## config.mk

```make
export PLATFORM = sky130hd
export DESIGN_NAME = tpo_timing_pattern_output
export DESIGN_NICKNAME = d
export VERILOG_FILES = /design/src/tpo_pkg.sv /design/src/tpo_group_trigger.sv /design/src/tpo_timing_pattern_output.sv
export SDC_FILE = /design/constraint.sdc
export NUM_CORES = 1
export LEC_CHECK = 0
export ABC_CLOCK_PERIOD_IN_PS = 3900
export BUFFER_PORTS_ARGS = -buffer_cell sky130_fd_sc_hd__buf_2
export CAP_MARGIN = 40
export CORE_MARGIN = 3
export CORE_UTILIZATION = 35
export CTS_CLUSTER_DIAMETER = 150
export DETAILED_ROUTE_END_ITERATION = 6
export GPL_ROUTABILITY_DRIVEN = 0
export PLACE_DENSITY_LB_ADDON = 0.15
export SLEW_MARGIN = 20
export SYNTH_ARGS = -nofsm -noshare
export SYNTH_HDL_FRONTEND = slang
export SYNTH_SLANG_ARGS = --single-unit
```

## constraint.sdc

```tcl
create_clock -name i_clock -period 3.9 [get_ports i_clock]
set_clock_uncertainty 0.15 [all_clocks]
set_input_delay 0 -clock i_clock [delete_from_list [all_inputs] [get_ports i_clock]]
set_output_delay 0 -clock i_clock [all_outputs]
set_load 0.005 [all_outputs]
```

## src/tpo_pkg.sv

```systemverilog
// constants, types and helpers for the timing pattern output block
package tpo_pkg;

	// ----------------------------------------
	// register indices, byte address is four times the index
	// ----------------------------------------
	localparam logic [19:0] TPO_IDX_PORT_A_DIR = 20'hEE009;
	localparam logic [19:0] TPO_IDX_PORT_B_DIR = 20'hEE00A;
	localparam logic [19:0] TPO_IDX_MODE = 20'hFFFA0;
	localparam logic [19:0] TPO_IDX_TRIG_SEL = 20'hFFFA1;
	localparam logic [19:0] TPO_IDX_UPPER_EN = 20'hFFFA2;
	localparam logic [19:0] TPO_IDX_LOWER_EN = 20'hFFFA3;
	localparam logic [19:0] TPO_IDX_UPPER_ND = 20'hFFFA4;
	localparam logic [19:0] TPO_IDX_LOWER_ND = 20'hFFFA5;
	localparam logic [19:0] TPO_IDX_UPPER_ND_ALT = 20'hFFFA6;
	localparam logic [19:0] TPO_IDX_LOWER_ND_ALT = 20'hFFFA7;
	localparam logic [19:0] TPO_IDX_PORT_A_DATA = 20'hFFFD9;
	localparam logic [19:0] TPO_IDX_PORT_B_DATA = 20'hFFFDA;

	// ----------------------------------------
	// address slice holding the index
	// ----------------------------------------
	localparam int TPO_IDX_LSB = 2;
	localparam int TPO_IDX_MSB = 21;

	// ----------------------------------------
	// reset values and fixed patterns
	// ----------------------------------------
	localparam logic [7:0] TPO_RESET_ZERO = 8'h00;
	localparam logic [7:0] TPO_RESET_MODE = 8'hF0;
	localparam logic [7:0] TPO_RESET_TRIG_SEL = 8'hFF;
	localparam logic [7:0] TPO_ALL_ONES = 8'hFF;
	localparam logic [3:0] TPO_NIBBLE_ONES = 4'hF;
	localparam logic [3:0] TPO_NIBBLE_ZERO = 4'h0;
	localparam logic [23:0] TPO_RDATA_PAD = 24'h000000;

	// ----------------------------------------
	// group layout and trigger select fields
	// ----------------------------------------
	localparam int TPO_GROUPS = 4;
	localparam int TPO_GROUP_W = 4;
	localparam int TPO_SEL_W = 2;
	localparam logic [1:0] TPO_SEL_CH2_ALIAS = 2'h3;
	localparam logic [1:0] TPO_SEL_CH2 = 2'h2;
	localparam int TPO_CHANNELS = 3;

	// ----------------------------------------
	// bus signalling
	// ----------------------------------------
	localparam int TPO_HTRANS_ACTIVE_BIT = 1;
	localparam logic TPO_HRESP_OKAY = 1'b0;

	typedef enum {
		TPO_BUS_IDLE,
		TPO_BUS_WRITE,
		TPO_BUS_READ_WAIT
	} tpo_bus_state_t;

	// both high select codes mean the same timer channel
	function automatic logic [1:0] tpo_channel(input logic [1:0] sel);
		tpo_channel = (sel == TPO_SEL_CH2_ALIAS) ? TPO_SEL_CH2 : sel;
	endfunction

	// protected bits keep their old value, the rest take the write
	function automatic logic [7:0] tpo_merge(
		input logic [7:0] old_value,
		input logic [7:0] write_value,
		input logic [7:0] protect
	);
		tpo_merge = (old_value & protect) | (write_value & ~protect);
	endfunction

endpackage

```

## src/tpo_group_trigger.sv

```systemverilog
// trigger source selection for one output group
`timescale 1ns/10ps
module tpo_group_trigger import tpo_pkg::*; (
	input wire logic [TPO_SEL_W-1:0] i_select,
	input wire logic [TPO_CHANNELS-1:0] i_compare_match,
	output logic o_fire
);

	always_comb begin
		case (tpo_channel(i_select))
			2'h0: o_fire = i_compare_match[0];
			2'h1: o_fire = i_compare_match[1];
			default: o_fire = i_compare_match[2];
		endcase
	end

endmodule

```

## src/tpo_timing_pattern_output.sv

```systemverilog
// timing pattern output unit with its ahb-lite register slave
//
// Chosen here: register access over AHB-Lite.
`timescale 1ns/10ps

// Overview of operation
// - sixteen pattern outputs, four groups of four, group 0 is bits 3-0.
// - port A and B direction registers are 8-bit, write-only, reset zero.
// - port A data holds groups 0-1, port B groups 2-3, both reset zero.
// - port A data bits enabled by lower next enable ignore software writes.
// - port B data bits enabled by upper next enable ignore software writes.
// - selected compare match copies lower next data into port A data bits.
// - next data cleared by reset and hardware standby, kept in software standby.
// - shared trigger: lower next data whole at FFFA5, FFFA7 reads ones.
// - split trigger: group 1 nibble at FFFA5, group 0 nibble at FFFA7.
// - upper next data at FFFA4 shared; split puts group 2 at FFFA6.
// - reset loads mode F0, trigger select FF, both enables zero; all read/write.
// - register decode uses byte address bits 21-2, the 20-bit register index.
// - disabled next data bits are never copied; their outputs hold.
// - select 00 picks channel 0, 01 channel 1, 10 and 11 channel 2.
module tpo_timing_pattern_output import tpo_pkg::*; (
	input wire logic i_clock,
	input wire logic i_reset,
	input wire logic i_hw_standby,
	input wire logic [TPO_CHANNELS-1:0] i_compare_match,
	input wire logic i_hsel,
	input wire logic [31:0] i_haddr,
	input wire logic [1:0] i_htrans,
	input wire logic i_hwrite,
	input wire logic [2:0] i_hsize,
	input wire logic [31:0] i_hwdata,
	input wire logic i_hready,
	output logic o_hreadyout,
	output logic o_hresp,
	output logic [31:0] o_hrdata,
	output logic [15:0] o_pattern_output_pin,
	output logic [7:0] o_port_a_direction,
	output logic [7:0] o_port_b_direction
);

	// ----------------------------------------
	// registers
	// ----------------------------------------
	logic [7:0] pattern_output_mode;
	logic [7:0] pattern_trigger_select;
	logic [7:0] upper_next_enable;
	logic [7:0] lower_next_enable;
	logic [7:0] upper_next_data;
	logic [7:0] lower_next_data;
	logic [7:0] port_a_output_data;
	logic [7:0] port_b_output_data;

	// ----------------------------------------
	// bus state
	// ----------------------------------------
	tpo_bus_state_t bus_state;
	logic [19:0] bus_index;
	logic accept;
	logic write_strobe;
	logic [7:0] write_byte;
	logic [7:0] read_byte;

	// ----------------------------------------
	// trigger state
	// ----------------------------------------
	logic [TPO_GROUPS-1:0] group_fire;
	logic lower_shared;
	logic upper_shared;
	logic [7:0] lower_load;
	logic [7:0] upper_load;
	logic [7:0] port_a_written;
	logic [7:0] port_b_written;
	logic [7:0] next_port_a;
	logic [7:0] next_port_b;

	// hsize is accepted but only the low byte lane carries register data
	assign accept = i_hsel & i_htrans[TPO_HTRANS_ACTIVE_BIT] & i_hready;
	assign write_strobe = (bus_state == TPO_BUS_WRITE);
	assign write_byte = i_hwdata[7:0];

	// ----------------------------------------
	// register write decode
	// ----------------------------------------
	// one enable per register keeps the address compare out of every process
	logic write_mode;
	logic write_trig_sel;
	logic write_upper_en;
	logic write_lower_en;
	logic write_dir_a;
	logic write_dir_b;
	logic write_upper_nd;
	logic write_lower_nd;
	logic write_upper_nd_alt;
	logic write_lower_nd_alt;
	logic write_port_a;
	logic write_port_b;

	assign write_mode = write_strobe && (bus_index == TPO_IDX_MODE);
	assign write_trig_sel = write_strobe && (bus_index == TPO_IDX_TRIG_SEL);
	assign write_upper_en = write_strobe && (bus_index == TPO_IDX_UPPER_EN);
	assign write_lower_en = write_strobe && (bus_index == TPO_IDX_LOWER_EN);
	assign write_dir_a = write_strobe && (bus_index == TPO_IDX_PORT_A_DIR);
	assign write_dir_b = write_strobe && (bus_index == TPO_IDX_PORT_B_DIR);
	assign write_upper_nd = write_strobe && (bus_index == TPO_IDX_UPPER_ND);
	assign write_lower_nd = write_strobe && (bus_index == TPO_IDX_LOWER_ND);
	assign write_upper_nd_alt = write_strobe && (bus_index == TPO_IDX_UPPER_ND_ALT);
	assign write_lower_nd_alt = write_strobe && (bus_index == TPO_IDX_LOWER_ND_ALT);
	assign write_port_a = write_strobe && (bus_index == TPO_IDX_PORT_A_DATA);
	assign write_port_b = write_strobe && (bus_index == TPO_IDX_PORT_B_DATA);

	// ----------------------------------------
	// ahb-lite phase tracking
	// ----------------------------------------
	// reads take one wait state so a write finishing just before is visible
	always_ff @(posedge i_clock or posedge i_reset) begin
		if (i_reset) begin
			bus_state <= TPO_BUS_IDLE;
		end else begin
			case (bus_state)
				TPO_BUS_IDLE, TPO_BUS_WRITE: begin
					if (accept && i_hwrite) begin
						bus_state <= TPO_BUS_WRITE;
					end else if (accept) begin
						bus_state <= TPO_BUS_READ_WAIT;
					end else begin
						bus_state <= TPO_BUS_IDLE;
					end
				end
				TPO_BUS_READ_WAIT: begin
					bus_state <= TPO_BUS_IDLE;
				end
				default: begin
					bus_state <= TPO_BUS_IDLE;
				end
			endcase
		end
	end

	always_ff @(posedge i_clock or posedge i_reset) begin
		if (i_reset) begin
			bus_index <= '0;
		end else if (accept) begin
			bus_index <= i_haddr[TPO_IDX_MSB:TPO_IDX_LSB];
		end
	end

	always_ff @(posedge i_clock or posedge i_reset) begin
		if (i_reset) begin
			o_hreadyout <= 1'b1;
		end else if (bus_state == TPO_BUS_READ_WAIT) begin
			o_hreadyout <= 1'b1;
		end else if (accept && !i_hwrite) begin
			o_hreadyout <= 1'b0;
		end
	end

	always_ff @(posedge i_clock or posedge i_reset) begin
		if (i_reset) begin
			o_hresp <= TPO_HRESP_OKAY;
		end else begin
			o_hresp <= TPO_HRESP_OKAY;
		end
	end

	always_ff @(posedge i_clock or posedge i_reset) begin
		if (i_reset) begin
			o_hrdata <= '0;
		end else if (bus_state == TPO_BUS_READ_WAIT) begin
			o_hrdata <= {TPO_RDATA_PAD, read_byte};
		end
	end

	// ----------------------------------------
	// read multiplexer
	// ----------------------------------------
	always_comb begin
		case (bus_index)
			TPO_IDX_MODE: read_byte = pattern_output_mode;
			TPO_IDX_TRIG_SEL: read_byte = pattern_trigger_select;
			TPO_IDX_UPPER_EN: read_byte = upper_next_enable;
			TPO_IDX_LOWER_EN: read_byte = lower_next_enable;
			TPO_IDX_LOWER_ND: begin
				read_byte = lower_shared ? lower_next_data
					: {lower_next_data[7:4], TPO_NIBBLE_ONES};
			end
			TPO_IDX_LOWER_ND_ALT: begin
				read_byte = lower_shared ? TPO_ALL_ONES
					: {TPO_NIBBLE_ONES, lower_next_data[3:0]};
			end
			TPO_IDX_UPPER_ND: begin
				read_byte = upper_shared ? upper_next_data
					: {upper_next_data[7:4], TPO_NIBBLE_ONES};
			end
			TPO_IDX_UPPER_ND_ALT: begin
				read_byte = upper_shared ? TPO_ALL_ONES
					: {TPO_NIBBLE_ONES, upper_next_data[3:0]};
			end
			TPO_IDX_PORT_A_DATA: read_byte = port_a_output_data;
			TPO_IDX_PORT_B_DATA: read_byte = port_b_output_data;
			// direction registers are write-only and read as zero
			default: read_byte = TPO_RESET_ZERO;
		endcase
	end

	// ----------------------------------------
	// trigger selection per group
	// ----------------------------------------
	for (genvar g = 0; g < TPO_GROUPS; g++) begin : gen_group
		tpo_group_trigger u_trigger (
			.i_select(pattern_trigger_select[g*TPO_SEL_W +: TPO_SEL_W]),
			.i_compare_match(i_compare_match),
			.o_fire(group_fire[g])
		);
	end

	// groups compare by channel, so 10 and 11 count as the same trigger
	assign lower_shared = tpo_channel(pattern_trigger_select[1:0])
		== tpo_channel(pattern_trigger_select[3:2]);
	assign upper_shared = tpo_channel(pattern_trigger_select[5:4])
		== tpo_channel(pattern_trigger_select[7:6]);

	// ----------------------------------------
	// control registers
	// ----------------------------------------
	always_ff @(posedge i_clock or posedge i_reset) begin
		if (i_reset) begin
			pattern_output_mode <= TPO_RESET_MODE;
		end else if (i_hw_standby) begin
			pattern_output_mode <= TPO_RESET_MODE;
		end else if (write_mode) begin
			pattern_output_mode <= write_byte;
		end
	end

	always_ff @(posedge i_clock or posedge i_reset) begin
		if (i_reset) begin
			pattern_trigger_select <= TPO_RESET_TRIG_SEL;
		end else if (i_hw_standby) begin
			pattern_trigger_select <= TPO_RESET_TRIG_SEL;
		end else if (write_trig_sel) begin
			pattern_trigger_select <= write_byte;
		end
	end

	always_ff @(posedge i_clock or posedge i_reset) begin
		if (i_reset) begin
			upper_next_enable <= TPO_RESET_ZERO;
			lower_next_enable <= TPO_RESET_ZERO;
		end else if (i_hw_standby) begin
			upper_next_enable <= TPO_RESET_ZERO;
			lower_next_enable <= TPO_RESET_ZERO;
		end else if (write_upper_en) begin
			upper_next_enable <= write_byte;
		end else if (write_lower_en) begin
			lower_next_enable <= write_byte;
		end
	end

	// direction registers stay across hardware standby; no clear is specified
	always_ff @(posedge i_clock or posedge i_reset) begin
		if (i_reset) begin
			o_port_a_direction <= TPO_RESET_ZERO;
			o_port_b_direction <= TPO_RESET_ZERO;
		end else if (write_dir_a) begin
			o_port_a_direction <= write_byte;
		end else if (write_dir_b) begin
			o_port_b_direction <= write_byte;
		end
	end

	// ----------------------------------------
	// next data registers
	// ----------------------------------------
	always_ff @(posedge i_clock or posedge i_reset) begin
		if (i_reset) begin
			lower_next_data <= TPO_RESET_ZERO;
		end else if (i_hw_standby) begin
			lower_next_data <= TPO_RESET_ZERO;
		end else if (write_lower_nd) begin
			if (lower_shared) begin
				lower_next_data <= write_byte;
			end else begin
				lower_next_data[7:4] <= write_byte[7:4];
			end
		end else if (write_lower_nd_alt) begin
			if (!lower_shared) begin
				lower_next_data[3:0] <= write_byte[3:0];
			end
		end
	end

	always_ff @(posedge i_clock or posedge i_reset) begin
		if (i_reset) begin
			upper_next_data <= TPO_RESET_ZERO;
		end else if (i_hw_standby) begin
			upper_next_data <= TPO_RESET_ZERO;
		end else if (write_upper_nd) begin
			if (upper_shared) begin
				upper_next_data <= write_byte;
			end else begin
				upper_next_data[7:4] <= write_byte[7:4];
			end
		end else if (write_upper_nd_alt) begin
			if (!upper_shared) begin
				upper_next_data[3:0] <= write_byte[3:0];
			end
		end
	end

	// ----------------------------------------
	// port data update
	// ----------------------------------------
	// a whole group loads at once; only enabled bits take the next data
	assign lower_load = {{TPO_GROUP_W{group_fire[1]}}, {TPO_GROUP_W{group_fire[0]}}}
		& lower_next_enable;
	assign upper_load = {{TPO_GROUP_W{group_fire[3]}}, {TPO_GROUP_W{group_fire[2]}}}
		& upper_next_enable;

	always_comb begin
		port_a_written = port_a_output_data;
		if (write_port_a) begin
			port_a_written = tpo_merge(port_a_output_data, write_byte,
				lower_next_enable);
		end
		next_port_a = (port_a_written & ~lower_load)
			| (lower_next_data & lower_load);
	end

	always_comb begin
		port_b_written = port_b_output_data;
		if (write_port_b) begin
			port_b_written = tpo_merge(port_b_output_data, write_byte,
				upper_next_enable);
		end
		next_port_b = (port_b_written & ~upper_load)
			| (upper_next_data & upper_load);
	end

	// a next-data write in a trigger cycle is too late: the old value moves
	always_ff @(posedge i_clock or posedge i_reset) begin
		if (i_reset) begin
			port_a_output_data <= TPO_RESET_ZERO;
			port_b_output_data <= TPO_RESET_ZERO;
		end else if (i_hw_standby) begin
			port_a_output_data <= TPO_RESET_ZERO;
			port_b_output_data <= TPO_RESET_ZERO;
		end else begin
			port_a_output_data <= next_port_a;
			port_b_output_data <= next_port_b;
		end
	end

	// ----------------------------------------
	// pattern pins
	// ----------------------------------------
	assign o_pattern_output_pin = {port_b_output_data, port_a_output_data};

endmodule

```

== Word-level counts from Yosys, hierarchy flattened ==
Index checks and enable logic that the tools add are counted.

* Register bits: 141
* Bits of input ports: 78
* Output and inout port bits: 66
* Word-level logic and storage cells: 144

* Equality and inequality tests: 30
* Multiplexer cells: 43
* Bitwise logic cells: 21
* Reductions and logical operators: 34

{| class="wikitable"
|+ Operator list
! cell !! number
|-
| $eq 20x20->1 const B || 12
|-
| $mux 8 || 15
|-
| $and 8x8->8 || 10
|-
| $pmux 8 s10 || 1
|-
| $mux 4 || 14
|-
| $eq 32x1->1 const B || 1
|-
| $eq 32x2->1 const B || 1
|-
| $eq 32x3->1 const B || 1
|-
| $logic_not 32->1 || 1
|-
| $mux 32 || 1
|-
| $not 8->8 || 4
|-
| $or 8x8->8 || 4
|-
| $logic_and 1x1->1 || 14
|-
| $reduce_bool 2->1 || 7
|-
| $mux 2 || 6
|-
| $eq 2x1->1 const B || 4
|-
| $eq 2x2->1 const B || 4
|-
| $logic_not 2->1 || 4
|-
| $pmux 1 s2 || 4
|-
| $ne 3x2->1 const B || 2
|-
| $ne 3x3->1 const B || 2
|-
| $reduce_and 3->1 || 2
|-
| $reduce_bool 3->1 || 2
|-
| $eq 2x2->1 || 2
|-
| other kinds (7) || 10
|}

== Depth between registers and ports, before layout ==
* Depth in word-level cells: 9
* Mapped depth: 8
* Mapped depth without buffers: 5

== Cells and area by module ==
A second synthesis with hierarchy kept.

* Cells, all modules: 563
* Area, all modules: 5,967.0 µm²

{| class="wikitable"
|+ Modules (own cells, without submodules)
! module !! instances !! cells an instance !! area each (µm²) !! sequential area each (µm²)
|-
| tpo_timing_pattern_output || 1 || 551 || 5,891.9 || 2,793.9
|-
| tpo_group_trigger || 4 || 3 || 18.8 || 0.0
|}

== Worst setup path before layout ==
No wires, ideal clock.

* Kind: register to register
* From: reg bus_index[15]
* To: reg pattern_trigger_select[0]
* Setup time: 0.082 ns
* Arrival time: 2.153 ns
* Data required time: 3.668 ns
* Path slack: 1.516 ns
* Stages on the path, launching flop included: 8
* Buffers on the path: 3
* Period minus slack after synthesis: 2.384 ns
* Cells stage by stage: dfrtp_1 -> nand4_2 -> or4_1 -> buf_2 -> or4_1 -> buf_2 -> buf_6 -> a211o_1

* Longest elaborated chain between the ends: 3

{| class="wikitable"
|+ RTL lines
! element !! RTL line !! text
|-
| from (decl) || tpo_timing_pattern_output.sv:57 || <nowiki>logic [19:0] bus_index;</nowiki>
|-
| from (signal assigned) || tpo_timing_pattern_output.sv:143 || <nowiki>bus_index <= i_haddr[TPO_IDX_MSB:TPO_IDX_LSB];</nowiki>
|-
| $eq 20x20->1 || tpo_timing_pattern_output.sv:99 || <nowiki>assign write_trig_sel = write_strobe && (bus_index == TPO_IDX_TRIG_SEL);</nowiki>
|-
| $logic_and 1x1->1 || tpo_timing_pattern_output.sv:99 ||
|-
| $reduce_bool 2->1 (no line) || -- ||
|-
| to (signal assigned) || tpo_timing_pattern_output.sv:241 || <nowiki>pattern_trigger_select <= write_byte;</nowiki>
|-
| to (decl) || tpo_timing_pattern_output.sv:45 || <nowiki>logic [7:0] pattern_trigger_select;</nowiki>
|}

Every way passes these cells.
A chain may end at the register's enable or synchronous reset.

== Worst setup path in the final report ==
* From: reg bus_index[4]
* To: reg pattern_output_mode[6]

* Longest elaborated chain between the ends: 3

{| class="wikitable"
|+ RTL lines
! element !! RTL line !! text
|-
| $eq 20x20->1 || tpo_timing_pattern_output.sv:98 || <nowiki>assign write_mode = write_strobe && (bus_index == TPO_IDX_MODE);</nowiki>
|-
| $logic_and 1x1->1 || tpo_timing_pattern_output.sv:98 ||
|-
| $reduce_bool 2->1 (no line) || -- ||
|-
| to (signal assigned) || tpo_timing_pattern_output.sv:231 || <nowiki>pattern_output_mode <= write_byte;</nowiki>
|-
| to (decl) || tpo_timing_pattern_output.sv:44 || <nowiki>logic [7:0] pattern_output_mode;</nowiki>
|}

Every way passes these cells.

==> reports/qor.csv <==
stage,metric,value,unit
sta,worst_pin_slew,0.851,ns
worst_setup_path,critPathLaunchType,flip-flop,
floorplanning,die_area,18600,um2
logic_synthesis,synthAdderAreaFrac,0,%
logic_synthesis,ys.flop_type,dfrtp_1,
logic_synthesis,ys_types,57,
layout,nNetsFinal,751,
clock_tree,cts_resized,0,
logic_synthesis,synth_top_family_by_area,multiplexers,
floorplanning,ioPinCount,144,
floorplanning,initial_utilization,35.8,%
logic_synthesis,synth_area_per_cell,10.5,um2
worst_setup_path,arrival,3.18,ns
logic_synthesis,synth_seq_area_share,46.9,%
logic_synthesis,yosysWarnings,0,
routing,met3_length,1.10,mm
sta,hold_viol,0,
sta,finalSetupViolCount,0,
grt,grt_pass1_wl,28.4,mm
job,drv_cap,0,
sta,rsz0062_at_grt,false,
power_and_ir_drop,p_seq_share,47.7,%
worst_setup_path,cp-startpoint,bus_index[4],
worst_setup_path,r2r_end,pattern_output_mode[6],
routing,dr_total_vias,4988,
clock_tree,cts_tree,yes,
sta,holdWs,0.118,ns
grt,grt_max_degree,65,
sta,post-route-min-period,3.05,ns
grt,gr-total-overflow,0,
logic_synthesis,synth-simple-area-share,13.9,%
clock_tree,cts-root-buf,clkbuf_16,
logic_synthesis,synth_cells,566,
routing,dr.pass1.iters,5,
sta,fin_tns_setup,0,ns
place,dp_hpwl,12.9,mm
logic_synthesis,synth-xor-area-share,0.588,%
clock_tree,ctsLongestPathBuffers,2,
grt,grt_pass1_vias,4897,
logic_synthesis,yosysTopAreaCellShare,41.2,%
floorplanning,die_y,136,um
logic_synthesis,muxShareOfSynthArea,17.8,%
clock_tree,htreeDepth,3,
worst_setup_path,r2r_slack,0.85,ns
routing,drtIter0Drc,457,
floorplanning,rows,47,
logic_synthesis,syn_area,5960,um2
floorplanning,core,16600,um2
routing,route.met2.wl,8.43,mm
layout,antenna_cells,0,
power_and_ir_drop,clkPwrFrac,36.6,%
power_and_ir_drop,internal_power,1.89,mW
power_and_ir_drop,power.leakage,3.23,nW
layout,nFillCells,1658,
worst_setup_path,cp.required,4.03,ns
power_and_ir_drop,powerDensity,366,nW/um2
layout,drive_gt1_share,26.3,%
routing,viasPerCell,5.56,
worst_setup_path,rr_startpoint,bus_index[4],
layout,fin_cells,897,
routing,detail_route.wirelength.met1,8.40,mm
clock_tree,path_clk_slew,0.07,ns
routing,maxUsedRoutingLayer,met4,
worst_hold_path,min_path_type,input port to flip-flop,
worst_setup_path,crit_path_end_kind,flip-flop,
power_and_ir_drop,p_comb_share,15.7,%
run_status,outcome,"finished, final reports clean",
worst_setup_path,critical_path_class,flip-flop to flip-flop,
logic_synthesis,synth_compound_area_share,14.3,%
sta,maxSlewViolCount,0,
power_and_ir_drop,netSwitchingFraction,28.0,%
clock_tree,clock_sinks,111,
grt,grt_usage,20.0,%
logic_synthesis,synth_seq_cells,111,
logic_synthesis,synthTopCellsByArea,"dfrtp_1 (41%), mux2i_1 (9.1%), mux2_2 (7.2%)",
power_and_ir_drop,switchingPower,733,uW
floorplanning,die_w,136,um
logic_synthesis,ys_async_sr_fraction,100,%
place,portBuffers,78,
sta,min_period_over_period,78.1,%
routing,drcViolationCount,0,
worst_setup_path,rr_worst_depth,5,
sta,slew_headroom,42.5,%
logic_synthesis,synth-edff-count,0,
grt,antenna_found_initial,0,
clock_tree,clk_latency,0.35,ns
routing,post_drt_wl_per_cell,20.4,um
power_and_ir_drop,ir_drop,0.201,mV
sta,fmax,0.328,GHz
place,placed_cells,852,
clock_tree,cts_made_buffers,9,
routing,wl,18.3,mm
worst_setup_path,critPathCapture,pattern_output_mode[6],
logic_synthesis,yosys.area.top_type,dfrtp_1,
clock_tree,postCtsSetupBuffers,0,
routing,antenna_left,0,
layout,syn_to_final_growth,20.1,%
worst_setup_path,path_max_fanout,12,
==> worst max-delay path: stages, from the launching register on <==
cell and delay [ns]:
dfrtp_1 0.44, or4b_1 0.69, nor3_1 0.47, and3_1 0.80
nor2b_1 0.12, a211o_1 0.30
==> layout by cell type (no fill, tap or decap), drive strengths merged, types with 3 or more instances in the layout <==
| master | count |
|---|---|
| dfrtp | 98 |
| buf | 98 |
| nor2 | 71 |
| mux2i | 54 |
| mux2 | 38 |
| dlygate4sd3 | 30 |
| a21oi | 26 |
| conb | 25 |
| nand2 | 23 |
| a221oi | 17 |
| a211oi | 17 |
| inv | 16 |
| a211o | 13 |
| dfstp | 13 |
| nand4 | 13 |
| clkbuf | 12 |
| nand3 | 11 |
| nor2b | 11 |
| nor3 | 10 |
| o21ai | 7 |
| a22oi | 6 |
| nand2b | 5 |
| o31ai | 5 |
| or4 | 4 |
| a22o | 4 |
| mux4 | 4 |
| o221ai | 4 |
| nor4 | 4 |
| xnor2 | 3 |
| and2 | 3 |
| o32a | 3 |
==> per-stage QoR <==
step / power, mW / setup WS [ns] / utilization, % / instance area, um2
3_3_place_gp: 1.65 / 1.02 / 39.3 / 6540
2_1_floorplan: 1.52 / 0.841 / - / 6050
6_report: 2.62 / 0.854 / 43.0 / 7150
4_1_cts: 2.64 / 0.934 / 43.0 / 7150
5_1_grt: 2.72 / 0.724 / 43.0 / 7150
3_5_place_dp: 1.66 / 0.970 / 39.4 / 6560
==> layer usage <==
metal | up-vias | track usage, %
met5 | - | 0
met4 | 0 | 6.77
met3 | 32 | 3.29
met2 | 186 | 31.1
met1 | 2520 | 28.3
li1 | 2250 | -
==> cells in the mapped netlist (all sizes together) (3+ instances only) <==
master,count
nor2,71
nor2b,11
or4,4
a211o,13
inv,16
buf,34
nor3,10
clkbuf,22
dfstp,13
a22oi,6
mux2,38
mux2i,54
nand2,23
nand2b,5
and2,3
a211oi,17
xnor2,3
o221ai,4
dfrtp,98
a22o,4
mux4,4
a21oi,26
nand3,11
nand4,13
o21ai,7
o31ai,5
a221oi,17
o32a,3
nor4,4
==> registers in the layout, summed over array words and instances (netlist names) <==
signal                  count
o_port_a_direction          8
o_hreadyout                 1
upper_next_data             8
pattern_output_mode         8
o_port_b_direction          8
bus_index                  20
o_hrdata                    8
lower_next_data             8
port_a_output_data          8
port_b_output_data          8
lower_next_enable           8
upper_next_enable           8
bus_state                   2
pattern_trigger_select      8
==> cell families (layout without fill, tap and decap cells) <==
group	Yosys count	count (layout)
AOI/OAI and AO/OA	115	115
xor gates and xnor gates	4	4
buffers and inverters	73	160
DFF	111	111
muxes	96	96
other	1	25
and+or+nand+nor	166	166
==> worst min path at each step <==
stage           startpoint                    end  slack [ns]  depth (start not counted)
6_report       i_htrans[1]          bus_index[11]        0.12                          3
5_1_grt           i_hready          bus_index[16]        0.13                          3
4_1_cts        i_htrans[1]          bus_index[11]         0.1                          3
3_5_place_dp       i_reset  o_port_b_direction[1]       -0.01                          2
3_3_place_gp       i_reset  o_port_b_direction[1]       -0.03                          2
2_1_floorplan     i_hwrite           bus_state[1]       -0.08                          1
==> power groups by stage <==
| stage | Clock, mW | Combinational, mW | Sequential [mW] |
|---|---|---|---|
| after detailed placement | 0 | 0.384 | 1.27 |
| after global routing | 1.01 | 0.447 | 1.26 |
| final | 0.958 | 0.411 | 1.25 |
| after global placement | 0 | 0.379 | 1.27 |
| after floorplan | 0 | 0.269 | 1.25 |
| after CTS | 0.978 | 0.410 | 1.25 |
==> timing repair <==
action                     CTS  global route
hold endpoints to repair   130             0
hold buffers                30             0
setup endpoints to repair    0             0
==> cell type report <==
class                           instances  area [um2]  area share (%)
Clock buffer                           12         256            3.59
Clock inverter                          3        42.5           0.595
Inverter                               17        66.3           0.927
Multi-Input combinational cell        406        2870            40.1
Sequential cell                       111        2790            39.1
Tap cell                              220         275            3.85
Timing Repair Buffer                  128         848            11.9
Power figures use the tool's default switching activity.
